[src/verilog/cwd_cfg.svh]
// offsets, bit positions, reset values and timing codes of the core watchdog
// assumes byte-wide registers on the internal peripheral register port
`ifndef CWD_CFG_SVH
`define CWD_CFG_SVH

// byte offsets inside the system control register block
`define CWD_OFS_CAUSE     8'h10
`define CWD_OFS_CTRL      8'h11
`define CWD_OFS_SERVICE   8'h13

// reset-cause register bits
`define CWD_PIN_BIT       7
`define CWD_WDOG_BIT      5

// control register bits
`define CWD_EN_BIT        7
`define CWD_ACT_BIT       6
`define CWD_PER_LSB       3
`define CWD_ACKEN_BIT     2
`define CWD_ACKF_BIT      1
`define CWD_TIF_BIT       0

`define CWD_CTRL_RESET    8'h00
`define CWD_CAUSE_RESET   2'h0

// service keys
`define CWD_SVC_KEY1      8'h55
`define CWD_SVC_KEY2      8'hAA

// time-out exponents, bus clocks = 2**exp, code 7 down to code 0
`define CWD_PERIOD_EXP_TABLE {5'h1F, 5'h1B, 5'h17, 5'h13, 5'h0F, 5'h0D, 5'h0B, 5'h09}

// enabled cycles after reset release before the cause is captured
`define CWD_CAPT_AT       2'h2
`define CWD_CAPT_DONE     2'h3

`endif

[src/verilog/cwd_pkg.sv]
// types shared by the core watchdog
// assumes nothing beyond the configuration header
`default_nettype none

package cwd_pkg;

    // laid out exactly as the control register, bit 7 down to bit 0
    typedef struct packed {
        logic       en;
        logic       action;
        logic [2:0] period;
        logic       ack_en;
        logic       ack_flag;
        logic       tif;
    } cwd_ctrl_type;

    typedef struct packed {
        logic pin;
        logic wdog;
    } cwd_cause_type;

    typedef struct packed {
        logic       wr;
        logic       rd;
        logic [7:0] addr;
        logic [7:0] wdata;
    } cwd_req_type;

    typedef enum logic [1:0] {
        CWD_WAIT_FIRST  = 2'b01,
        CWD_WAIT_SECOND = 2'b10
    } cwd_svc_state_type;

endpackage

`default_nettype wire

[src/verilog/cwd_core_watchdog.sv]
// core watchdog timer with its reset-cause register
// assumes one bus clock, a byte register port on that clock, and reset-source
// levels from the reset controller that hold stable past reset release
`include "cwd_cfg.svh"
`default_nettype none

// How it works
// cause flag captured once reset completes
// at most one cause flag set
// write one clears flag, zero ignored
// bit 7 marks external pin reset
// cause bits from source, others zero
// control bit 7 enables, off after reset
// unserviced period raises interrupt request
// unacknowledged second period asserts bus acknowledge
// bus acknowledge sets occurred status bit
// ordered 0x55 then 0xAA restarts count
// bit 6 zero selects interrupt action
// reset action requests reset, sets flag
// count compared live against selected period
// software disables, services, reprograms, re-enables
// control readable always, writes locked pending
// bits 5-3 select period, reset shortest
// bit 2 enables acknowledge after period
// occurred bit cleared by writing one
// bit 0 flag, write one clears
// service writes never clear interrupt
// count per clock, restart on service/disable
// wrong service value restarts recogniser
module cwd_core_watchdog #(
    parameter logic [39:0] PERIOD_EXP = `CWD_PERIOD_EXP_TABLE
) (
    input  wire logic                mclk_in,
    input  wire logic                arst_n_in,
    input  wire logic                ce_in,
    input  wire cwd_pkg::cwd_req_type reg_req_in,
    output logic [7:0]               reg_rdata_out,
    input  wire logic                src_pin_reset_in,
    input  wire logic                src_wdog_reset_in,
    input  wire logic                int_ack_in,
    output logic                     irq_out,
    output logic                     bus_ack_out,
    output logic                     wdog_reset_req_out
);

    ////////////////////////////////////////////////////////////////////////
    // helpers

    function automatic logic [31:0] period_last(input logic [2:0] sel);
        logic [4:0] e;
        e = PERIOD_EXP[{2'h0, sel} * 5 +: 5];
        return (32'h1 << e) - 32'h1;
    endfunction

    function automatic logic hit_addr(input cwd_pkg::cwd_req_type r,
                                      input logic [7:0] ofs);
        return r.addr == ofs;
    endfunction

    ////////////////////////////////////////////////////////////////////////
    // state

    cwd_pkg::cwd_ctrl_type      ctrl_reg;
    cwd_pkg::cwd_ctrl_type      ctrl_next;
    cwd_pkg::cwd_cause_type     cause_reg;
    cwd_pkg::cwd_cause_type     cause_next;
    cwd_pkg::cwd_svc_state_type svc_reg;
    cwd_pkg::cwd_svc_state_type svc_next;
    logic [31:0]                cnt_reg;
    logic [31:0]                cnt_next;
    logic                       armed_reg;
    logic                       armed_next;
    logic [1:0]                 capt_reg;
    logic [1:0]                 capt_next;
    logic [1:0]                 pin_sync_reg;
    logic [1:0]                 wdog_sync_reg;
    logic [7:0]                 rdata_reg;
    logic [7:0]                 rdata_next;
    logic                       bus_ack_reg;
    logic                       bus_ack_next;
    logic                       rst_req_reg;
    logic                       rst_req_next;

    logic                       wr_cause;
    logic                       wr_ctrl;
    logic                       wr_svc;
    logic                       svc_done;
    logic                       timeout;

    assign wr_cause = reg_req_in.wr && hit_addr(reg_req_in, `CWD_OFS_CAUSE);
    assign wr_ctrl  = reg_req_in.wr && hit_addr(reg_req_in, `CWD_OFS_CTRL);
    assign wr_svc   = reg_req_in.wr && hit_addr(reg_req_in, `CWD_OFS_SERVICE);

    ////////////////////////////////////////////////////////////////////////
    // reset-source synchronisers

    always_ff @(posedge mclk_in or negedge arst_n_in) begin
        if (!arst_n_in) begin
            pin_sync_reg  <= 2'h0;
            wdog_sync_reg <= 2'h0;
        end else if (ce_in) begin
            pin_sync_reg  <= {pin_sync_reg[0], src_pin_reset_in};
            wdog_sync_reg <= {wdog_sync_reg[0], src_wdog_reset_in};
        end
    end

    ////////////////////////////////////////////////////////////////////////
    // reset-cause register

    always_comb begin
        cause_next = cause_reg;
        capt_next  = capt_reg;
        if (capt_reg != `CWD_CAPT_DONE) begin
            capt_next = capt_reg + 2'h1;
        end
        if (wr_cause && reg_req_in.wdata[`CWD_PIN_BIT]) begin
            cause_next.pin = 1'b0;
        end
        if (wr_cause && reg_req_in.wdata[`CWD_WDOG_BIT]) begin
            cause_next.wdog = 1'b0;
        end
        // capture comes last so it beats a clear in the same cycle
        if (capt_reg == `CWD_CAPT_AT) begin
            cause_next.pin  = pin_sync_reg[1];
            cause_next.wdog = !pin_sync_reg[1] && wdog_sync_reg[1];
        end
    end

    always_ff @(posedge mclk_in or negedge arst_n_in) begin
        if (!arst_n_in) begin
            cause_reg <= `CWD_CAUSE_RESET;
            capt_reg  <= 2'h0;
        end else if (ce_in) begin
            cause_reg <= cause_next;
            capt_reg  <= capt_next;
        end
    end

    ////////////////////////////////////////////////////////////////////////
    // service sequence recogniser

    always_comb begin
        svc_next = svc_reg;
        svc_done = 1'b0;
        unique case (svc_reg)
            cwd_pkg::CWD_WAIT_FIRST: begin
                if (wr_svc && reg_req_in.wdata == `CWD_SVC_KEY1) begin
                    svc_next = cwd_pkg::CWD_WAIT_SECOND;
                end
            end
            cwd_pkg::CWD_WAIT_SECOND: begin
                if (wr_svc) begin
                    // any other value drops back to the start
                    svc_next = cwd_pkg::CWD_WAIT_FIRST;
                    svc_done = reg_req_in.wdata == `CWD_SVC_KEY2;
                end
            end
            default: begin
                svc_next = cwd_pkg::CWD_WAIT_FIRST;
            end
        endcase
    end

    always_ff @(posedge mclk_in or negedge arst_n_in) begin
        if (!arst_n_in) begin
            svc_reg <= cwd_pkg::CWD_WAIT_FIRST;
        end else if (ce_in) begin
            svc_reg <= svc_next;
        end
    end

    ////////////////////////////////////////////////////////////////////////
    // time-out counter

    // >= rather than == so a shortened period fires at once
    assign timeout = ctrl_reg.en && (cnt_reg >= period_last(ctrl_reg.period));

    always_comb begin
        if (!ctrl_reg.en || svc_done || timeout) begin
            cnt_next = 32'h0;
        end else begin
            cnt_next = cnt_reg + 32'h1;
        end
    end

    always_ff @(posedge mclk_in or negedge arst_n_in) begin
        if (!arst_n_in) begin
            cnt_reg <= 32'h0;
        end else if (ce_in) begin
            cnt_reg <= cnt_next;
        end
    end

    ////////////////////////////////////////////////////////////////////////
    // control register, interrupt and bus acknowledge

    always_comb begin
        ctrl_next    = ctrl_reg;
        armed_next   = armed_reg;
        bus_ack_next = 1'b0;
        rst_req_next = 1'b0;
        // configuration bits locked while a time-out is pending
        if (wr_ctrl && !ctrl_reg.tif) begin
            ctrl_next.en     = reg_req_in.wdata[`CWD_EN_BIT];
            ctrl_next.action = reg_req_in.wdata[`CWD_ACT_BIT];
            ctrl_next.period = reg_req_in.wdata[`CWD_PER_LSB +: 3];
            ctrl_next.ack_en = reg_req_in.wdata[`CWD_ACKEN_BIT];
        end
        if (wr_ctrl && reg_req_in.wdata[`CWD_ACKF_BIT]) begin
            ctrl_next.ack_flag = 1'b0;
        end
        if (wr_ctrl && reg_req_in.wdata[`CWD_TIF_BIT]) begin
            ctrl_next.tif = 1'b0;
            armed_next    = 1'b0;
        end
        if (int_ack_in) begin
            armed_next = 1'b0;
        end
        // events after the clears: a set wins over a clear
        if (timeout) begin
            if (!ctrl_reg.tif) begin
                ctrl_next.tif = 1'b1;
                armed_next    = 1'b1;
                // reserved reset action still honoured if programmed
                rst_req_next  = ctrl_reg.action;
            end else if (armed_next && ctrl_reg.ack_en) begin // flag clear disarms too
                bus_ack_next       = 1'b1;
                ctrl_next.ack_flag = 1'b1;
                armed_next         = 1'b0;
            end
        end
    end

    always_ff @(posedge mclk_in or negedge arst_n_in) begin
        if (!arst_n_in) begin
            ctrl_reg    <= `CWD_CTRL_RESET;
            armed_reg   <= 1'b0;
            bus_ack_reg <= 1'b0;
            rst_req_reg <= 1'b0;
        end else if (ce_in) begin
            ctrl_reg    <= ctrl_next;
            armed_reg   <= armed_next;
            bus_ack_reg <= bus_ack_next;
            rst_req_reg <= rst_req_next;
        end
    end

    ////////////////////////////////////////////////////////////////////////
    // read port

    always_comb begin
        rdata_next = rdata_reg;
        if (reg_req_in.rd) begin
            rdata_next = 8'h00;
            if (hit_addr(reg_req_in, `CWD_OFS_CAUSE)) begin
                rdata_next[`CWD_PIN_BIT]  = cause_reg.pin;
                rdata_next[`CWD_WDOG_BIT] = cause_reg.wdog;
            end else if (hit_addr(reg_req_in, `CWD_OFS_CTRL)) begin
                rdata_next = ctrl_reg;
            end
        end
    end

    always_ff @(posedge mclk_in or negedge arst_n_in) begin
        if (!arst_n_in) begin
            rdata_reg <= 8'h00;
        end else if (ce_in) begin
            rdata_reg <= rdata_next;
        end
    end

    assign reg_rdata_out      = rdata_reg;
    assign irq_out            = ctrl_reg.tif;
    assign bus_ack_out        = bus_ack_reg;
    assign wdog_reset_req_out = rst_req_reg;
endmodule

`default_nettype wire

[config.mk]
export PLATFORM = sky130hd
export DESIGN_NAME = cwd_core_watchdog
export DESIGN_NICKNAME = d
export VERILOG_FILES = /design/src/verilog/cwd_pkg.sv /design/src/verilog/cwd_core_watchdog.sv
export VERILOG_INCLUDE_DIRS = /design/src /design/src/verilog
export SDC_FILE = /design/constraint.sdc
export NUM_CORES = 1
export LEC_CHECK = 0
export ABC_CLOCK_PERIOD_IN_PS = 3600
export CORE_MARGIN = 3
export CORE_UTILIZATION = 52
export CTS_CLUSTER_DIAMETER = 30
export DETAILED_ROUTE_END_ITERATION = 8
export DONT_BUFFER_PORTS = 1
export GPL_TIMING_DRIVEN = 0
export PLACE_DENSITY_LB_ADDON = 0.25
export SLEW_MARGIN = 20
export SYNTH_ARGS = -nofsm -noshare
export SYNTH_HDL_FRONTEND = slang
export SYNTH_SLANG_ARGS = --single-unit
[constraint.sdc]
create_clock -name mclk_in -period 3.6 [get_ports mclk_in]
set_input_delay 0.18 -clock mclk_in [delete_from_list [all_inputs] [get_ports mclk_in]]
set_output_delay 0.18 -clock mclk_in [all_outputs]
set_load 0.03 [all_outputs]
# After elaboration in Yosys (flattened, before gate mapping)
# Cells that the tools add are included.
# classes
n_addsub	3
n_mul	1
div	0
order_cmp	1
n_eq_ne	11
n_shift	2
n_mux	30
bitwise	0
reduce_logical	25
# op_table
op	n
indexed part select 40 x 7 -> 5 bit (first input constant)	1
adder 32 x 1 -> 32 bit (second input constant)	1
>= comparator 32 bit	1
2-to-1 mux 32 bit	1
left shift 1 x 5 -> 32 bit (first input constant)	1
subtractor 32 x 1 -> 32 bit (second input constant)	1
== test 8 x 5 -> 1 bit (second input constant)	3
2-to-1 mux 1 bit	22
logical AND 1 bit	12
AND reduction 2 bit	5
== test 8 x 7 -> 1 bit (second input constant)	1
== test 8 bit (second input constant)	1
2-to-1 mux 2 bit	4
2-to-1 mux 8 bit	1
multiplier 3 x 3 -> 6 bit (second input constant)	1
!= test 2 bit (second input constant)	3
2-to-1 mux 5 bit	1
== test 2 bit (second input constant)	2
case mux 2 bit (2 select lines)	1
nonzero test 2 bit	2
logical NOT 1 bit	3
AND reduction 3 bit	1
adder 2 x 1 -> 2 bit (second input constant)	1
== test 2 x 1 -> 1 bit (second input constant)	1
logical OR 1 bit	2
# word_totals
register_bits	61
latch_bits	0
ramBits	0
rom_bits	0
input_bits	24
output_inout_bits	11
word_cells	90
memories	0

# Depth between registers and ports, before layout
# depth
word_depth	9
mapped_depth	12
mapped_depth_nobuf	10

# Worst setup path after synthesis
# OpenSTA, ideal clock, no wires.
# synth_timing
path_kind	register to register
startpoint	register ctrl_reg[5] in the netlist's numbering
endpoint	register cnt_reg[10]
arrival_ns	2.743
t_required_ns	3.527
path_slack_ns	0.783
path_stages_with_launch	12
n_path_buf	3
synth_period_minus_slack_ns	2.817
path_cell_list	dfrtp_1 > clkbuf_1 > inv_1 > ha_1 > a21o_1 > a221o_1 > a221oi_2 > o21ai_2 > or3_1 > buf_6 > buf_12 > a21oi_2
# synth_between
elab_chain_cells	8
# synth_rtl
element	line_no	source
from (decl)	cwd_core_watchdog.sv:63	cwd_pkg::cwd_ctrl_type ctrl_reg;
from (signal assigned)	cwd_core_watchdog.sv:236	ctrl_reg <= `CWD_CTRL_RESET;
from (signal assigned)	cwd_core_watchdog.sv:241	ctrl_reg <= ctrl_next;
multiplier 3 x 3 -> 6 bit	cwd_core_watchdog.sv:51	e = PERIOD_EXP[{2'h0, sel} * 5 +: 5];
indexed part select 40 x 7 -> 5 bit	cwd_core_watchdog.sv:51	
left shift 1 x 5 -> 32 bit	cwd_core_watchdog.sv:52	return (32'h1 << e) - 32'h1;
subtractor 32 x 1 -> 32 bit	cwd_core_watchdog.sv:52	
>= comparator 32 bit	cwd_core_watchdog.sv:176	assign timeout = ctrl_reg.en && (cnt_reg >= period_last(ctrl_reg.period));
logical AND 1 bit	cwd_core_watchdog.sv:176	
logical OR 1 bit	cwd_core_watchdog.sv:179	if (!ctrl_reg.en || svc_done || timeout) begin
2-to-1 mux 32 bit	cwd_core_watchdog.sv:179	
to (signal assigned)	cwd_core_watchdog.sv:190	cnt_reg <= cnt_next;
to (decl)	cwd_core_watchdog.sv:69	logic [31:0] cnt_reg;
# No other way between the ends.
# A chain may end at the register's enable or synchronous reset.

# Worst setup path after layout
# layout_timing
startpoint	register ctrl_reg[5] in the netlist's numbering
endpoint	register cnt_reg[1]
# Same word-level chain as after synthesis.

==> out/results.ini <==
[yosys]
synth_top_family_by_area=simple AND/OR/NAND/NOR gates
yosysTopAreaCellShare=0.3866
synthArstFlopShare=1.000
synth_edf_count=0
syn_area_mm2=0.003884
yosysMostFrequentCell=dfrtp_1
synth_compound_area_frac=0.1656
ys_warn_count=0
synth_ff_type=dfrtp_1
synth_cell_types=56
yosys-top-cells-area=dfrtp_1 (39%), ha_1 (10%), a21oi_2 (6.1%), xnor2_1 (4.1%), nand2_1 (3.0%)
synth_seq_cells=61
yosys.area.top_type=dfrtp_1
synth_xor_area_frac=0.06540
ys_seq_area_frac=0.3934
synth_fa_ha_area_frac=0.1031
postSynthCellCount=384
synth_common_cells=dfrtp_1 (60), ha_1 (32), nand2_1 (31)
synthSimpleGateAreaFrac=0.1917
muxShareOfSynthArea=0.03415
syn_avg_cell_area_um2=10.11

[global_route]
antenna_found_initial=0
grt_max_degree=62
grt_pass1_wl_um=14200
grt_overflow=0
grt_pass1_vias=2920
grtUsageTotal=0.2076

[status]
outcome=finished clean

[route]
viasPerCell=5.830
routed-wl-met3_um=381
ant_nets=0
wl_met1_um=3739
drt_iter0_drc=169
vias=2956
wire_per_inst_um=16.46
highest_layer=met4
route.detailed.drc=0
routed_wirelength_um=8345
wl_met2_um=4140
dr.pass1.iters=4

[final_layout]
fin_util=0.6242
fillers=625
drive_above_1_share=0.1727
largest_reg_flops=32
final_cells=507
antenna_cells=0
layout.nets=463
syn2layout_area_growth_pct=12.82

[critical_path]
worstReg2RegStart=ctrl_reg[5]$_DFFE_PN0P_
rr_worst_depth=11
crit_fanout=10
path_class=register to register
worstSetupEndpointType=register
r2r_end=cnt_reg[1]$_DFFE_PN0P_
critical_path_arrival_ns=3.51
r2r_slack_ns=0.29
worst_setup_path_start_kind=register
worstPathRequired_ns=3.80

[hold_path]
min_from=reg_req_in[0]
worstHoldPathCells=3
min_to=irq_out$_DFFE_PN0P_
hp-class=primary input to register

[timing]
fin_worst_skew_ns=0.009572
max_slew.worst_pin.slew_ns=1.068
fin_crit_sh=0.9194
maxSlewViolCount=0
finalHoldViolations=0
hold-worst-slack_ns=0.03474
period_needed_ns=3.310
finalSetupViolCount=0
relSlewSlack=0.2815
grt_setup_unrepaired=false
fin_tns_setup_ns=0
fin_ws_ns=0.2901
max_freq_mhz=302.1

[clock_tree]
cts_root_buffer=clkbuf_8
clkTransAtPathRegs_ns=0.07
htree_levels=3
cts_sinks=61
clockBufferDepth=2
cts_tree=done
insertion_delay_ns=0.34
numCtsBuffers=9
cts_setup_buffers=0

[job]
drv_cap=0

[placement]
portBuffers=0
dp_hpwl_um=6134
place_ws_ns=0.1545
gp_congestion=0.8313
dp_cells=482

[floorplan]
std_cell_rows=30
dieHeight_um=92.42
core-area_mm2=0.007019
die-area_mm2=0.008541
ioPinCount=35
initial_core_util=0.5533
die_w_um=92.42

[power_and_ir_drop]
p_leak_nw=1.863
ir_worst_vdd_uv=288.9
cellPowerDensity_mw_per_mm2=374.0

layout make-up:
cell class / count / area [um^2] / area share
clock buffers: 11 / 151.4 / 0.03455
flip-flops and latches: 61 / 1528 / 0.3487
inverters: 15 / 56.30 / 0.01285
repair buffers: 10 / 117.6 / 0.02684
clock inverters: 4 / 95.09 / 0.02170
well taps: 96 / 120.1 / 0.02741
multi-input cells: 294 / 2196 / 0.5011
plain buffers: 16 / 117.6 / 0.02684
cells in the final DEF, fill, tap and decap left out, types with 4 or more instances in the layout:
cell type and n:
a21oi_2 27, o21ai_0 14, nand3_1 22, a21oi_1 13, mux2_2 10, ha_1 32
nand4_1 12, xor2_1 11, clkbuf_1 11, nor2_1 23, nand2_1 31, and3_1 7
conb_1 4, dfrtp_1 60, xnor2_1 18, inv_1 14, dlygate4sd3_1 9, clkbuf_8 11
nand2b_1 5, and4b_1 4, a22o_1 8
through the flow:
stage / power [mW] / instance area [um^2]
2_1_floorplan: 0.8436 / 3891
3_3_place_gp: 0.8650 / 4011
3_5_place_dp: 0.8736 / 4011
4_1_cts: 1.660 / 4375
5_1_grt: 1.707 / 4382
6_report: 1.639 / 4382
cell families after synthesis:
family | after synthesis
buffers and inverters | 31
AOI/OAI and AO/OA | 84
adders and majority gates | 32
other | 2
xor gates and xnor gates | 29
and+or+nand+nor | 133
DFF | 61
muxes | 12
report_power, final:
group          switching (mW)  internal, mW  total, mW
Clock                   0.261         0.493      0.753
Sequential             0.0231         0.716      0.739
Combinational          0.0832        0.0630      0.146
Total                   0.367          1.27       1.64
worst max-delay path, cell delays in order (launching register included):
cell and delay (ns):
dfrtp_1 0.48, clkbuf_1 0.37, nand3_1 0.13, ha_1 0.32
nand4_1 0.17, nor4_1 0.51, nand4_1 0.21, a31oi_2 0.40
or3_1 0.19, buf_6 0.14, buf_12 0.15, o22ai_2 0.08
what timing repair did:
item	4_1_cts	5_1_grt
hold buffers	10	0
resized for setup	0	1
endpoints found under the setup margin	0	34
endpoints found under the hold margin	69	0
worst max-delay path by stage:
stage	start	endpoint	slack [ns]	depth (start not counted)
after floorplan	ctrl_reg[5]$_DFFE_PN0P_	cnt_reg[10]$_DFFE_PN0P_	0.78	11
after global placement	ctrl_reg[5]$_DFFE_PN0P_	cnt_reg[1]$_DFFE_PN0P_	0.20	11
after detailed placement	ctrl_reg[5]$_DFFE_PN0P_	cnt_reg[1]$_DFFE_PN0P_	0.15	11
after CTS	ctrl_reg[5]$_DFFE_PN0P_	cnt_reg[1]$_DFFE_PN0P_	0.16	11
after global routing	ctrl_reg[5]$_DFFE_PN0P_	cnt_reg[31]$_DFFE_PN0P_	0.06	11
final	ctrl_reg[5]$_DFFE_PN0P_	cnt_reg[1]$_DFFE_PN0P_	0.29	11
routing by layer:
| metal | vias to the layer above | track usage |
|---|---|---|
| met4 | 0 | 0.06312 |
| met2 | 66 | 0.3366 |
| li1 | 1435 | - |
| met5 | - | 0 |
| met3 | 9 | 0.05443 |
| met1 | 1446 | 0.2722 |
(Power assumes the default switching activity.)
